[src/logic/sfa_cfg.svh]
// Constants of the subtract-family datapath.
`ifndef SFA_CFG_SVH
`define SFA_CFG_SVH
`define SFA_XLEN 64
`define SFA_IMM_W 16
`define SFA_ALL_ONES 64'hffff_ffff_ffff_ffff
`define SFA_TOP_64 0
`define SFA_TOP_32 32
// Bus register offsets and interrupt bit positions.
`define SFA_OFF_STATUS 32'h0000_0000
`define SFA_OFF_ENABLE 32'h0000_0004
`define SFA_OFF_CLEAR 32'h0000_0008
`define SFA_OFF_FLAGS 32'h0000_000c
`define SFA_OFF_CTRL 32'h0000_0010
`define SFA_IRQ_DONE 0
`define SFA_IRQ_WRAP 1
`define SFA_IRQ_W 2
`endif

[src/logic/sfa_pkg.sv]
// Types of the subtract-family datapath.
package sfa_pkg;
    typedef enum logic [2:0]
    {
        SFA_OP_PLAIN,
        SFA_OP_CARRY,
        SFA_OP_EXT,
        SFA_OP_IMM,
        SFA_OP_MINUS1,
        SFA_OP_ZERO
    } sfa_op_e;
    typedef enum logic [1:0]
    {
        SFA_BUS_IDLE,
        SFA_BUS_DATA
    } sfa_bus_e;
endpackage

[src/logic/sfa_add_if.sv]
// Operand and sum bundle between the top and its adder.
interface sfa_add_if;
    logic [63:0] addend_a;
    logic [63:0] addend_b;
    logic carry_in;
    logic [63:0] sum;
    logic [64:0] carries;
    modport top (output addend_a, addend_b, carry_in, input sum, carries);
    modport adder (input addend_a, addend_b, carry_in, output sum, carries);
endinterface

[src/logic/sfa_adder.sv]
// Ripple adder exposing every bit carry.
module sfa_adder
(
    sfa_add_if.adder add
);
    // Bit i carries out into carries[i+1]; carries[64] is the final carry.
    always_comb
    begin
        add.carries[0] = add.carry_in;
        for (int i = 0; i < 64; i++)
        begin
            add.sum[i] = add.addend_a[i] ^ add.addend_b[i] ^ add.carries[i];
            add.carries[i + 1] = (add.addend_a[i] & add.addend_b[i])
                | ((add.addend_a[i] ^ add.addend_b[i]) & add.carries[i]);
        end
    end
endmodule // sfa_adder

[src/logic/sfa_alu.sv]
// Subtract-family datapath with flag registers and an AHB-Lite status port.
`include "sfa_cfg.svh"
// Summary of operation
// - Plain form: result is inverted first operand plus second operand plus one.
// - Carrying form: same sum, carry out captured.
// - Extended form: carry flag replaces the constant one.
// - Immediate form: sign-extend 16-bit immediate, add with inverted operand and one.
// - Immediate form updates carry only, never condition field or overflow.
// - Minus-one form: inverted operand plus carry plus all ones.
// - Zero form: inverted operand plus carry, carry captured, no second operand.
// - Carry flag from selected top bit for all but plain form.
// - Overflow enable: wrap flag is XOR of top two carries, ORed into sticky.
// - Record: condition field gets negative, positive, zero and sticky.
// - Four variants by overflow enable and record; each enables its own updates.
module sfa_alu
    import sfa_pkg::*;
(
    // Clock and reset.
    input wire logic CORE_CLK_I,
    input wire logic RESET_I,
    // Issue port.
    input wire logic ISSUE_VALID_I,
    input wire sfa_op_e ISSUE_OP_I,
    input wire logic OVF_ENABLE_I,
    input wire logic RECORD_BIT_I,
    input wire logic MODE32_I,
    input wire logic [63:0] FIRST_OPERAND_I,
    input wire logic [63:0] SECOND_OPERAND_I,
    input wire logic [15:0] SIGNED_IMMEDIATE_I,
    // Result port.
    output logic RESULT_VALID_O,
    output logic [63:0] RESULT_O,
    output logic BORROW_OUT_BIT_O,
    output logic SIGNED_WRAP_FLAG_O,
    output logic STICKY_WRAP_O,
    output logic [3:0] CONDITION_FIELD_ZERO_O,
    // AHB-Lite slave.
    input wire logic HSEL_I,
    input wire logic [31:0] HADDR_I,
    input wire logic [1:0] HTRANS_I,
    input wire logic HWRITE_I,
    input wire logic [2:0] HSIZE_I,
    input wire logic [31:0] HWDATA_I,
    input wire logic HREADY_I,
    output logic [31:0] HRDATA_O,
    output logic HREADYOUT_O,
    output logic HRESP_O,
    // Interrupt.
    output logic IRQ_O
);
    // ------------------------------------------------------------------
    // State
    // ------------------------------------------------------------------
    typedef struct packed
    {
        // Issue result and architectural flags.
        logic valid;
        logic [63:0] result;
        logic ca;
        logic ov;
        logic so;
        logic [3:0] cr0;
        // Interrupt status and enable, and the sticky-clear pulse.
        logic [`SFA_IRQ_W-1:0] irq_status;
        logic [`SFA_IRQ_W-1:0] irq_enable;
        logic sticky_clr;
        // Bus data-phase context and the captured read word.
        sfa_bus_e bus_state;
        logic bus_write;
        logic [31:0] bus_addr;
        logic [31:0] rdata;
    } sfa_state_s;

    sfa_state_s st_reg;
    sfa_state_s st_next;
    sfa_add_if add ();

    // ------------------------------------------------------------------
    // Adder
    // ------------------------------------------------------------------
    sfa_adder u_adder
    (
        .add(add)
    );

    // ------------------------------------------------------------------
    // Helpers
    // ------------------------------------------------------------------
    // Maps the 32-bit mode flag to the LSB-first position of the top bit (31 or 63).
    function automatic logic [5:0] lsb_pos(input logic mode32);
        lsb_pos = mode32 ? 6'd31 : 6'd63;
    endfunction

    // Sign-extends the immediate field to the datapath width.
    function automatic logic [63:0] sext_imm(input logic [15:0] imm);
        sext_imm = {{48{imm[15]}}, imm};
    endfunction

    // Packs negative, positive, zero and sticky bits into the condition field.
    function automatic logic [3:0] field_bits(input logic neg, zero, so);
        field_bits = {neg, !neg && !zero, zero, so};
    endfunction

    function automatic logic [31:0] bus_read(input sfa_state_s s, input logic [31:0] a);
        case (a)
            `SFA_OFF_STATUS: bus_read = {30'h0, s.irq_status};
            `SFA_OFF_ENABLE: bus_read = {30'h0, s.irq_enable};
            `SFA_OFF_FLAGS: bus_read = {25'h0, s.cr0, s.so, s.ov, s.ca};
            default: bus_read = 32'h0;
        endcase
    endfunction

    logic [5:0] top;
    logic top_carry;
    logic next_carry;
    logic signed_neg;
    logic part_zero;
    logic wrap;
    logic sets_ca;
    logic takes_flags;
    logic addr_phase;
    logic so_after;
    logic ovf_update;
    logic data_write;
    logic wr_enable;
    logic wr_clear;
    logic wr_ctrl;

    // ------------------------------------------------------------------
    // Operand selection
    // ------------------------------------------------------------------
    always_comb
    begin
        add.addend_a = ~FIRST_OPERAND_I;
        add.addend_b = SECOND_OPERAND_I;
        add.carry_in = 1'b1;
        case (ISSUE_OP_I)
            SFA_OP_PLAIN,
            SFA_OP_CARRY:
            begin
                add.addend_b = SECOND_OPERAND_I;
                add.carry_in = 1'b1;
            end
            SFA_OP_EXT:
            begin
                add.addend_b = SECOND_OPERAND_I;
                add.carry_in = st_reg.ca;
            end
            SFA_OP_IMM:
            begin
                add.addend_b = sext_imm(SIGNED_IMMEDIATE_I);
                add.carry_in = 1'b1;
            end
            SFA_OP_MINUS1:
            begin
                add.addend_b = `SFA_ALL_ONES;
                add.carry_in = st_reg.ca;
            end
            SFA_OP_ZERO:
            begin
                add.addend_b = 64'h0;
                add.carry_in = st_reg.ca;
            end
            default:
            begin
                add.addend_b = SECOND_OPERAND_I;
                add.carry_in = 1'b1;
            end
        endcase
    end

    // ------------------------------------------------------------------
    // Flag evaluation
    // ------------------------------------------------------------------
    always_comb
    begin
        top = lsb_pos(MODE32_I);
        top_carry = add.carries[{1'b0, top} + 7'd1];
        next_carry = add.carries[top];
        wrap = top_carry ^ next_carry;
        signed_neg = add.sum[top];
        part_zero = MODE32_I ? (add.sum[31:0] == 32'h0) : (add.sum == 64'h0);
        sets_ca = (ISSUE_OP_I != SFA_OP_PLAIN);
        takes_flags = (ISSUE_OP_I != SFA_OP_IMM);
        addr_phase = HSEL_I && HREADY_I && HTRANS_I[1];
        so_after = st_reg.so | wrap;
        ovf_update = ISSUE_VALID_I && takes_flags && OVF_ENABLE_I;
        data_write = st_reg.bus_state == SFA_BUS_DATA && st_reg.bus_write;
        wr_enable = data_write && st_reg.bus_addr == `SFA_OFF_ENABLE;
        wr_clear = data_write && st_reg.bus_addr == `SFA_OFF_CLEAR;
        wr_ctrl = data_write && st_reg.bus_addr == `SFA_OFF_CTRL;
    end

    // ------------------------------------------------------------------
    // Next state
    // ------------------------------------------------------------------
    always_comb
    begin
        st_next = st_reg;
        st_next.valid = ISSUE_VALID_I;
        st_next.sticky_clr = 1'b0;
        // --------------------------------------------------------------
        // Issue result and flags
        // --------------------------------------------------------------
        if (ISSUE_VALID_I)
        begin
            st_next.result = add.sum;
            if (sets_ca)
            begin
                st_next.ca = top_carry;
            end
            if (ovf_update)
            begin
                st_next.ov = wrap;
                st_next.so = so_after;
            end
            if (takes_flags && RECORD_BIT_I)
            begin
                st_next.cr0 = field_bits(signed_neg, part_zero,
                    OVF_ENABLE_I ? so_after : st_reg.so);
            end
        end
        // --------------------------------------------------------------
        // Bus data phase
        // --------------------------------------------------------------
        // Writes land here; reads were captured in the address phase.
        if (wr_enable)
        begin
            st_next.irq_enable = HWDATA_I[`SFA_IRQ_W-1:0];
        end
        if (wr_clear)
        begin
            st_next.irq_status = st_reg.irq_status & ~HWDATA_I[`SFA_IRQ_W-1:0];
        end
        if (wr_ctrl)
        begin
            st_next.sticky_clr = HWDATA_I[0];
        end
        // An overflow-enabled issue of any form but immediate in the same cycle keeps the sticky flag.
        if (st_next.sticky_clr && !ovf_update)
        begin
            st_next.so = 1'b0;
        end
        // --------------------------------------------------------------
        // Events
        // --------------------------------------------------------------
        // Events set after any clear so a same-cycle event is kept.
        if (ISSUE_VALID_I)
        begin
            st_next.irq_status[`SFA_IRQ_DONE] = 1'b1;
        end
        if (ovf_update && wrap)
        begin
            st_next.irq_status[`SFA_IRQ_WRAP] = 1'b1;
        end
        // --------------------------------------------------------------
        // Bus address phase
        // --------------------------------------------------------------
        if (addr_phase)
        begin
            st_next.bus_state = SFA_BUS_DATA;
            st_next.bus_write = HWRITE_I;
            st_next.bus_addr = HADDR_I;
            st_next.rdata = bus_read(st_reg, HADDR_I);
        end
        else if (HREADY_I)
        begin
            st_next.bus_state = SFA_BUS_IDLE;
        end
    end

    // ------------------------------------------------------------------
    // State register
    // ------------------------------------------------------------------
    always_ff @(posedge CORE_CLK_I)
    begin
        if (RESET_I)
        begin
            st_reg <= '0;
        end
        else
        begin
            st_reg <= st_next;
        end
    end

    // ------------------------------------------------------------------
    // Outputs
    // ------------------------------------------------------------------
    // Issue result and flags, all straight from the state register.
    assign RESULT_VALID_O = st_reg.valid;
    assign RESULT_O = st_reg.result;
    assign BORROW_OUT_BIT_O = st_reg.ca;
    assign SIGNED_WRAP_FLAG_O = st_reg.ov;
    assign STICKY_WRAP_O = st_reg.so;
    assign CONDITION_FIELD_ZERO_O = st_reg.cr0;

    // Bus response: zero wait states and always OKAY.
    assign HRDATA_O = st_reg.rdata;
    assign HREADYOUT_O = 1'b1;
    assign HRESP_O = 1'b0;

    // Level interrupt from the enabled status bits.
    assign IRQ_O = |(st_reg.irq_status & st_reg.irq_enable);
endmodule // sfa_alu

[config.mk]
export PLATFORM = sky130hd
export DESIGN_NAME = sfa_alu
export DESIGN_NICKNAME = d
export VERILOG_FILES = /design/src/logic/sfa_pkg.sv /design/src/logic/sfa_add_if.sv /design/src/logic/sfa_adder.sv /design/src/logic/sfa_alu.sv
export VERILOG_INCLUDE_DIRS = /design/src /design/src/logic
export SDC_FILE = /design/constraint.sdc
export NUM_CORES = 1
export LEC_CHECK = 0
export ABC_CLOCK_PERIOD_IN_PS = 77900
export BUFFER_PORTS_ARGS = -buffer_cell sky130_fd_sc_hd__buf_2
export CORE_AREA = 2 2 153 155
export DETAILED_ROUTE_END_ITERATION = 10
export DIE_AREA = 0 0 155 157
export PLACE_DENSITY = 0.63
export SYNTH_ARGS = -nofsm -noshare
export SYNTH_HDL_FRONTEND = slang
export SYNTH_SLANG_ARGS = --single-unit
export TNS_END_PERCENT = 50
[constraint.sdc]
create_clock -name CORE_CLK_I -period 77.9 [get_ports CORE_CLK_I]
set_clock_uncertainty 0.2 [all_clocks]
set_input_delay 7.79 -clock CORE_CLK_I [delete_from_list [all_inputs] [get_ports CORE_CLK_I]]
set_output_delay 7.79 -clock CORE_CLK_I [all_outputs]
set_load 0.03 [all_outputs]
==> impl_metrics.yaml, run 1 <==
status:
  status: "completed"
floorplan:
  fp.dieH_um: 157
  initial_core_util: 0.346
  die_x_um: 155
  die_area_um2: 24300
  num_io_pins: 332
  num_rows: 55
  core_um2: 22500
clock_tree:
  post_cts_buffers: 0
  ctsHoldBuffers: 0
  cts_resized: 0
  ctsRootBufferMaster: "clkbuf_16"
  cts_made_buffers: 17
  clkSinkCount: 117
  clk_latency_ns: 0.41
  htree_levels: 4
  path_clk_slew_ns: 0.06
  cts_max_path_buffers: 2
  cts_tree: "yes"
sta:
  tightest_slew_ns: 1.18
  hold_violations: 0
  min_period_ns: 37.73
  min_period_over_period: 0.484
  setup_viol: 0
  setup_tns_ns: 0
  fmax_mhz: 26.5
  finalMaxSlewViolations: 0
  rsz0062_at_grt: "no"
  slew_headroom: 0.216
logic_synthesis:
  synth_seq_cells: 117
  synth_edf_count: 0
  ys_warn_count: 0
  syn_area_um2: 7790
  ys_seq_area_frac: 0.301
  synth.distinct_cells: 45
  synth_flop_cell: "dfxtp_1"
  synthCells: 901
  synth.avg_cell_area_um2: 8.65
  synthArstFlopShare: 0
critical_path:
  reg2reg_slack_ns: 48.16
  startpoint_type: "primary input"
  crit_type: "primary input to flip-flop"
  crit_arrival_ns: 37.80
  reg2regPathDepth: 71
  reg2reg_to: "CONDITION_FIELD_ZERO_O[2]"
  cp-end-kind: "flip-flop"
  max_stage_delay_ns: 0.57
  critPathRequiredTime_ns: 77.97
  cp_slowest_cell: "fa_1"
  critPathMaxFanout: 20
  r2r-start: "BORROW_OUT_BIT_O"
  cp_common_cell: "fa_1"
global_route:
  antenna_found_initial: 2
  grt_pass1_wl_um: 34900
  grt-ovfl-total: 0
  grt_max_degree: 71
  grt_usage: 0.186
  grt_pass1_vias: 6448
final_layout:
  fin_util: 0.411
  mostFrequentLayoutCells: "buf_2, dfxtp_1, nand2_1"
  largest_register_ff_count: 64
  fillers: 2291
  nets: 1359
  n_antenna_cell: 0
  syn_to_final_growth_pct: 18.7
  final_common_cell: "buf_2"
  drive_gt1_frac: 0.294
power_and_ir_drop:
  combPwrFrac: 0.309
  p_leak_nw: 4.41
  pwr-share-clk: 0.363
  powerDensity_nw_per_um2: 22.7
  switchingPower_w: 0.0000751
  p_seq_frac: 0.328
  power.internal_w: 0.000135
  ir_worst_vdd_v: 0.00000938
  sw_frac_of_total: 0.357
detailed_routing:
  drcViolationCount: 0
  drtIter0Drc: 293
  dr.pass1.iters: 5
  ant_nets: 0
  vias: 6531
  wire_per_inst_um: 16.7
  wl_um: 22900
  vias_per_cell: 4.77
min_path:
  worst_hold_path_type: "flip-flop to flip-flop"
  hold_start: "st_reg[33]"
  hold_end: "st_reg[33]"
  min_path_cells: 2
placement:
  io_buffers: 270
  hpwl_um: 18000
  place_congestion: 0.876
job:
  drv_cap: 0
[worst max-delay path: cells and delay by family]
family	cells	cell delay, ns
buffers and inverters	3	0.52
and+or+nand+nor	5	1.33
AOI/OAI and AO/OA	4	0.51
adders and majority gates	64	27.58
[per-layer routing]
metal / GRT usage / vias to the layer above / share of wire
met5: 0 / - / 0.0012
met2: 0.316 / 235 / 0.48
met4: 0.0485 / 4 / 0.012
li1: - / 3185 / -
met1: 0.233 / 3085 / 0.44
met3: 0.0531 / 22 / 0.070
[area by class of cell]
| class | instances | area [µm²] | area share |
|---|---|---|---|
| Timing Repair Buffer | 279 | 1420 | 0.154 |
| Sequential cell | 117 | 2340 | 0.253 |
| Tap cell | 285 | 357 | 0.0386 |
| Clock inverter | 15 | 145 | 0.0157 |
| Inverter | 82 | 308 | 0.0333 |
| Clock buffer | 17 | 425 | 0.0460 |
| Multi-Input combinational cell | 573 | 4250 | 0.459 |
[cells by family after synthesis]
kind of cell | share of synthesized area
AND/OR/NAND/NOR | 0.144
adder cells (fa/ha/maj) | 0.164
other | 0.000964
flip-flops | 0.301
multiplexers | 0.0888
buffers and inverters | 0.168
AO/OA/AOI/OAI | 0.131
XOR/XNOR | 0.00225
[power groups by stage]
| stage | combinational [W] | sequential, W | clock, W |
|---|---|---|---|
| 6_report | 0.0000649 | 0.0000689 | 0.0000763 |
| 3_3_place_gp | 0.0000647 | 0.0000700 | 0 |
| 4_1_cts | 0.0000657 | 0.0000689 | 0.0000786 |
| 5_1_grt | 0.0000712 | 0.0000696 | 0.0000809 |
| 2_1_floorplan | 0.0000509 | 0.0000694 | 0 |
| 3_5_place_dp | 0.0000656 | 0.0000701 | 0 |
[metrics by stage]
stage	std cells	setup slack (ns)	hold WS (ns)	power [W]	cell area, µm²
floorplan	926	42.08	0.226	0.000120	7890
global placement	1336	39.66	0.240	0.000135	8680
detailed placement	1336	39.53	0.247	0.000136	8680
CTS	1368	39.91	0.255	0.000213	9250
global route	1368	39.04	0.280	0.000222	9250
finish	1368	40.17	0.254	0.000210	9250
[worst max path at each step]
stage,start,end,slack [ns],depth (start not counted)
after global placement,ISSUE_OP_I[0],CONDITION_FIELD_ZERO_O[2],39.66,76
final,ISSUE_OP_I[0],CONDITION_FIELD_ZERO_O[2],40.17,76
after global routing,ISSUE_OP_I[0],CONDITION_FIELD_ZERO_O[2],39.04,76
after detailed placement,ISSUE_OP_I[0],CONDITION_FIELD_ZERO_O[2],39.53,76
after floorplan,ISSUE_OP_I[0],CONDITION_FIELD_ZERO_O[2],42.08,76
after CTS,ISSUE_OP_I[0],CONDITION_FIELD_ZERO_O[2],39.91,76
[cell usage after synthesis (3+ instances only)]
cell        n  area (µm²)
a211oi_1    3        22.5
a21oi_1    58         290
a22oi_1     5        37.5
buf_1       9        33.8
buf_2      24         120
buf_4     103         773
clkbuf_1   17        63.8
dfxtp_1   117        2340
fa_1       64        1280
inv_1      82         308
mux2i_1    68         681
nand2_1   110         413
nand4_1     7        43.8
nor2_1     87         327
nor3_1      5        25.0
nor4_1     27         169
o21a_1     50         375
o21ai_0    17        85.1
o221ai_1   14         123
(Power assumes the default switching activity.)
==> inputs of run 2 (changes only) <==
--- a/config.mk
+++ b/config.mk
@@ -6,7 +6,7 @@
 export SDC_FILE = /design/constraint.sdc
 export NUM_CORES = 1
 export LEC_CHECK = 0
-export ABC_CLOCK_PERIOD_IN_PS = 77900
+export ABC_CLOCK_PERIOD_IN_PS = 38300
 export BUFFER_PORTS_ARGS = -buffer_cell sky130_fd_sc_hd__buf_2
 export CORE_AREA = 2 2 153 155
 export DETAILED_ROUTE_END_ITERATION = 10
==> constraint.sdc (replaced) <==
create_clock -name CORE_CLK_I -period 38.3 [get_ports CORE_CLK_I]
set_clock_uncertainty 0.2 [all_clocks]
set_input_delay 3.83 -clock CORE_CLK_I [delete_from_list [all_inputs] [get_ports CORE_CLK_I]]
set_output_delay 3.83 -clock CORE_CLK_I [all_outputs]
set_load 0.03 [all_outputs]
==> impl_metrics.yaml, run 2 (synthesis results as in run 1) <==
power_and_ir_drop:
  p_leak_nw: 4.45
  ir_worst_vdd_v: 0.0000218
  powerDensity_nw_per_um2: 47.3
critical_path:
  cp_common_cell: "fa_1"
  reg2reg_to: "CONDITION_FIELD_ZERO_O[2]"
  critPathRequiredTime_ns: 38.36
  critPathMaxFanout: 20
  max_stage_delay_ns: 0.57
  crit_type: "primary input to flip-flop"
  startpoint_type: "primary input"
  cp-end-kind: "flip-flop"
  reg2reg_slack_ns: 8.69
  r2r-start: "BORROW_OUT_BIT_O"
  cp_slowest_cell: "fa_1"
  reg2regPathDepth: 71
  cp-startpoint: "ISSUE_OP_I[0]"
  crit_arrival_ns: 33.73
final_layout:
  final_common_cell: "buf_2"
  nets: 1360
  largest_register_ff_count: 64
  fin_util: 0.414
  syn_to_final_growth_pct: 19.4
  drive_gt1_frac: 0.294
  mostFrequentLayoutCells: "buf_2, dfxtp_1, nand2_1"
  n_antenna_cell: 0
min_path:
  worst_hold_path_type: "flip-flop to flip-flop"
  hold_end: "st_reg[39]"
  hold_start: "st_reg[39]"
  min_path_cells: 2
sta:
  hold_violations: 0
  fmax_mhz: 29.7
  rsz0062_at_grt: "no"
  min_period_over_period: 0.879
  slew_headroom: 0.458
  tightest_slew_ns: 0.811
  hold_slack_ns: 0.253
  min_period_ns: 33.67
  setup_tns_ns: 0
  finalMaxSlewViolations: 0
  setup_viol: 0
  layout_setup_ws_ns: 4.63
placement:
  io_buffers: 270
  place_ws_ns: 4.03
  hpwl_um: 17900
  place_congestion: 0.856
floorplan:
  die_x_um: 155
  die_area_um2: 24300
  num_rows: 55
  num_io_pins: 332
  fp.dieH_um: 157
  initial_core_util: 0.346
  core_um2: 22500
global_route:
  antenna_found_initial: 2
  grt_pass1_vias: 6441
  grt_max_degree: 71
  grt_usage: 0.185
  grt-busiest-layer: "met2"
  grt.met3_usage: 0.0498
  grtUsageMet2: 0.310
  grt-ovfl-total: 0
  grtUsageMet1: 0.232
  grt_pass1_wl_um: 34600
detailed_routing:
  wl_um: 22800
  drcViolationCount: 0
  ant_nets: 0
  vias_per_cell: 4.78
  dr.pass1.iters: 5
  drtIter0Drc: 366
  vias: 6546
  wire_per_inst_um: 16.7
clock_tree:
  cts_resized: 0
  ctsRootBufferMaster: "clkbuf_16"
  cts_made_buffers: 17
  htree_levels: 4
  cts_tree: "yes"
  cts_max_path_buffers: 2
  post_cts_buffers: 0
  clkSinkCount: 117
  ctsHoldBuffers: 0
  clk_latency_ns: 0.40
  path_clk_slew_ns: 0.06
job:
  drv_cap: 0
status:
  status: "completed"
## run 2: worst max path at each step
stage                                endpoint  cells past startpoint
floorplan           CONDITION_FIELD_ZERO_O[2]                     76
global placement    CONDITION_FIELD_ZERO_O[2]                     76
detailed placement  CONDITION_FIELD_ZERO_O[2]                     76
CTS                 CONDITION_FIELD_ZERO_O[2]                     76
global route        CONDITION_FIELD_ZERO_O[2]                     76
finish              CONDITION_FIELD_ZERO_O[2]                     76
## run 2: layout make-up
| class | count | area (µm²) |
|---|---|---|
| clock buffers | 17 | 425 |
| clock inverters | 15 | 195 |
| fillers | 2299 | 13200 |
| inverters | 82 | 308 |
| multi-input cells | 573 | 4250 |
| flip-flops and latches | 117 | 2340 |
| well taps | 285 | 357 |
| repair buffers | 280 | 1430 |
## run 2: critical path, delay by kind of cell
kind,cells,cell delay [ns]
AND/OR/NAND/NOR,5,1.32
adder cells (fa/ha/maj),64,27.51
AO/OA/AOI/OAI,4,0.51
buffers and inverters,3,0.53
## run 2: report_power, final
group	internal, W	switching, W	leakage [nW]
Combinational	0.0000503	0.0000810	3.18
Clock	0.000105	0.0000644	0.303
Sequential	0.000133	0.00000657	0.960
Total	0.000288	0.000152	4.45
## run 2: routing by layer
layer	routed length [µm]	part of all wire	up-vias
li1	-	-	3189
met5	27	0.0012	-
met4	371	0.016	4
met1	9910	0.43	3079
met2	10900	0.48	249
met3	1600	0.070	25
## run 2: through the flow
step           power [W]  cells  cell area (µm²)
2_1_floorplan   0.000245    926             7890
3_3_place_gp    0.000274   1337             8690
3_5_place_dp    0.000275   1337             8690
4_1_cts         0.000447   1369             9310
5_1_grt         0.000466   1369             9310
6_report        0.000440   1369             9310
==> inputs of run 3 (changes only) <==
--- a/config.mk
+++ b/config.mk
@@ -11,7 +11,7 @@
 export CORE_AREA = 2 2 153 155
 export DETAILED_ROUTE_END_ITERATION = 10
 export DIE_AREA = 0 0 155 157
-export PLACE_DENSITY = 0.63
+export PLACE_DENSITY = 0.59
 export SYNTH_ARGS = -nofsm -noshare
 export SYNTH_HDL_FRONTEND = slang
 export SYNTH_SLANG_ARGS = --single-unit
==> impl_metrics.yaml, run 3 (synthesis results as in run 1) <==
detailed_routing:
  wl_um: 22900
  dr.pass1.iters: 7
  ant_nets: 0
  drtIter0Drc: 286
  wire_per_inst_um: 16.7
  drcViolationCount: 0
  vias: 6492
  vias_per_cell: 4.74
global_route:
  grt-ovfl-total: 0
  grt_usage: 0.186
  grt_max_degree: 76
  grt.met3_usage: 0.0608
  grt_pass1_vias: 6316
  grtUsageMet1: 0.236
  antenna_found_initial: 3
  grtUsageMet2: 0.302
  grt_pass1_wl_um: 34600
  grt-busiest-layer: "met2"
final_layout:
  multi_input_area_um2: 4250
  instances_no_fill: 1371
  syn_to_final_growth_pct: 19.3
  fillers: 2313
  final_common_cell: "buf_2"
  final-seq-area_um2: 2340
  nets: 1360
  largest_register_ff_count: 64
  drive_gt1_frac: 0.294
  fin_util: 0.413
  mostFrequentLayoutCells: "buf_2, dfxtp_1, nand2_1"
critical_path:
  reg2regPathDepth: 71
  cp-end-kind: "flip-flop"
  max_stage_delay_ns: 0.57
  startpoint_type: "primary input"
  cp_slowest_cell: "fa_1"
  crit_arrival_ns: 33.46
  critPathMaxFanout: 20
  critPathRequiredTime_ns: 38.37
  cp_common_cell: "fa_1"
  crit_type: "primary input to flip-flop"
placement:
  io_buffers: 270
  hpwl_um: 17900
  place_congestion: 0.885
  dp_cells: 1337
  place_ws_ns: 4.26
clock_tree:
  cts_resized: 0
  cts_made_buffers: 17
  htree_levels: 4
  path_clk_slew_ns: 0.06
  ctsRootBufferMaster: "clkbuf_16"
  clkSinkCount: 117
  ctsHoldBuffers: 0
  cts_max_path_buffers: 2
  post_cts_buffers: 0
  clk_latency_ns: 0.41
  cts_tree: "yes"
min_path:
  min_path_cells: 2
  worst_hold_path_type: "flip-flop to flip-flop"
floorplan:
  fp.dieH_um: 157
  num_io_pins: 332
  num_rows: 55
  die_area_um2: 24300
  initial_core_util: 0.346
  core_um2: 22500
  die_x_um: 155
sta:
  rsz0062_at_grt: "no"
  slew_headroom: 0.479
  finalMaxSlewViolations: 0
  min_period_over_period: 0.872
  fmax_mhz: 29.9
  setup_tns_ns: 0
  layout_setup_ws_ns: 4.91
  min_period_ns: 33.39
  hold_violations: 0
  tightest_slew_ns: 0.781
  setup_viol: 0
power_and_ir_drop:
  power.total_w: 0.000437
  p_leak_nw: 4.44
  ir_worst_vdd_v: 0.0000203
  powerDensity_nw_per_um2: 47.0
status:
  status: "completed"
job:
  drv_cap: 0
run 3: cell count changes in the layout (fill, tap and decap cells not counted), sizes merged:
| cell | previous run | this run |
|---|---|---|
| bufinv | 3 | 2 |
| inv | 89 | 91 |
| diode | 0 | 2 |
| clkinv | 4 | 3 |
run 3: stage by stage:
step | hold slack [ns] | area [µm²]
final | 0.248 | 9300
after global routing | 0.268 | 9300
after CTS | 0.252 | 9290
after detailed placement | 0.237 | 8690
after global placement | 0.237 | 8690
after floorplan | 0.226 | 7890
run 3: power by group:
group	leakage (nW)	internal, W	switching (W)	total [W]
Clock	0.297	0.0000989	0.0000672	0.000166
Sequential	0.960	0.000133	0.00000636	0.000140
Combinational	3.18	0.0000504	0.0000810	0.000131
run 3: final cells by class:
type	count	area share
timing repair buffer	280	0.154
antenna	2	0.000538
inverter	82	0.0331
clock buffer	17	0.0457
tap	285	0.0383
sequential	117	0.252
clock inverter	15	0.0196
multi-input combinational	573	0.457
run 3: per-layer routing:
layer | part of all wire | routed length, µm
met5 | 0.00057 | 13
met4 | 0.018 | 423
met3 | 0.072 | 1650
met2 | 0.47 | 10700
met1 | 0.44 | 10100
run 3: critical path, delay by kind of cell:
kind | cells | cell delay (ns)
fa+ha+maj | 64 | 27.41
simple gates | 5 | 1.16
compound gates | 4 | 0.54
buf+inv | 3 | 0.49
run 3: worst paths after layout:
check	slack, ns	start	to
worst max-delay path	4.91	ISSUE_OP_I[0]	CONDITION_FIELD_ZERO_O[2]
worst min-delay path	0.25	HRDATA_O[1]	HRDATA_O[1]
worst max register to register	8.83	BORROW_OUT_BIT_O	CONDITION_FIELD_ZERO_O[2]
worst min register to register	0.25	HRDATA_O[1]	HRDATA_O[1]
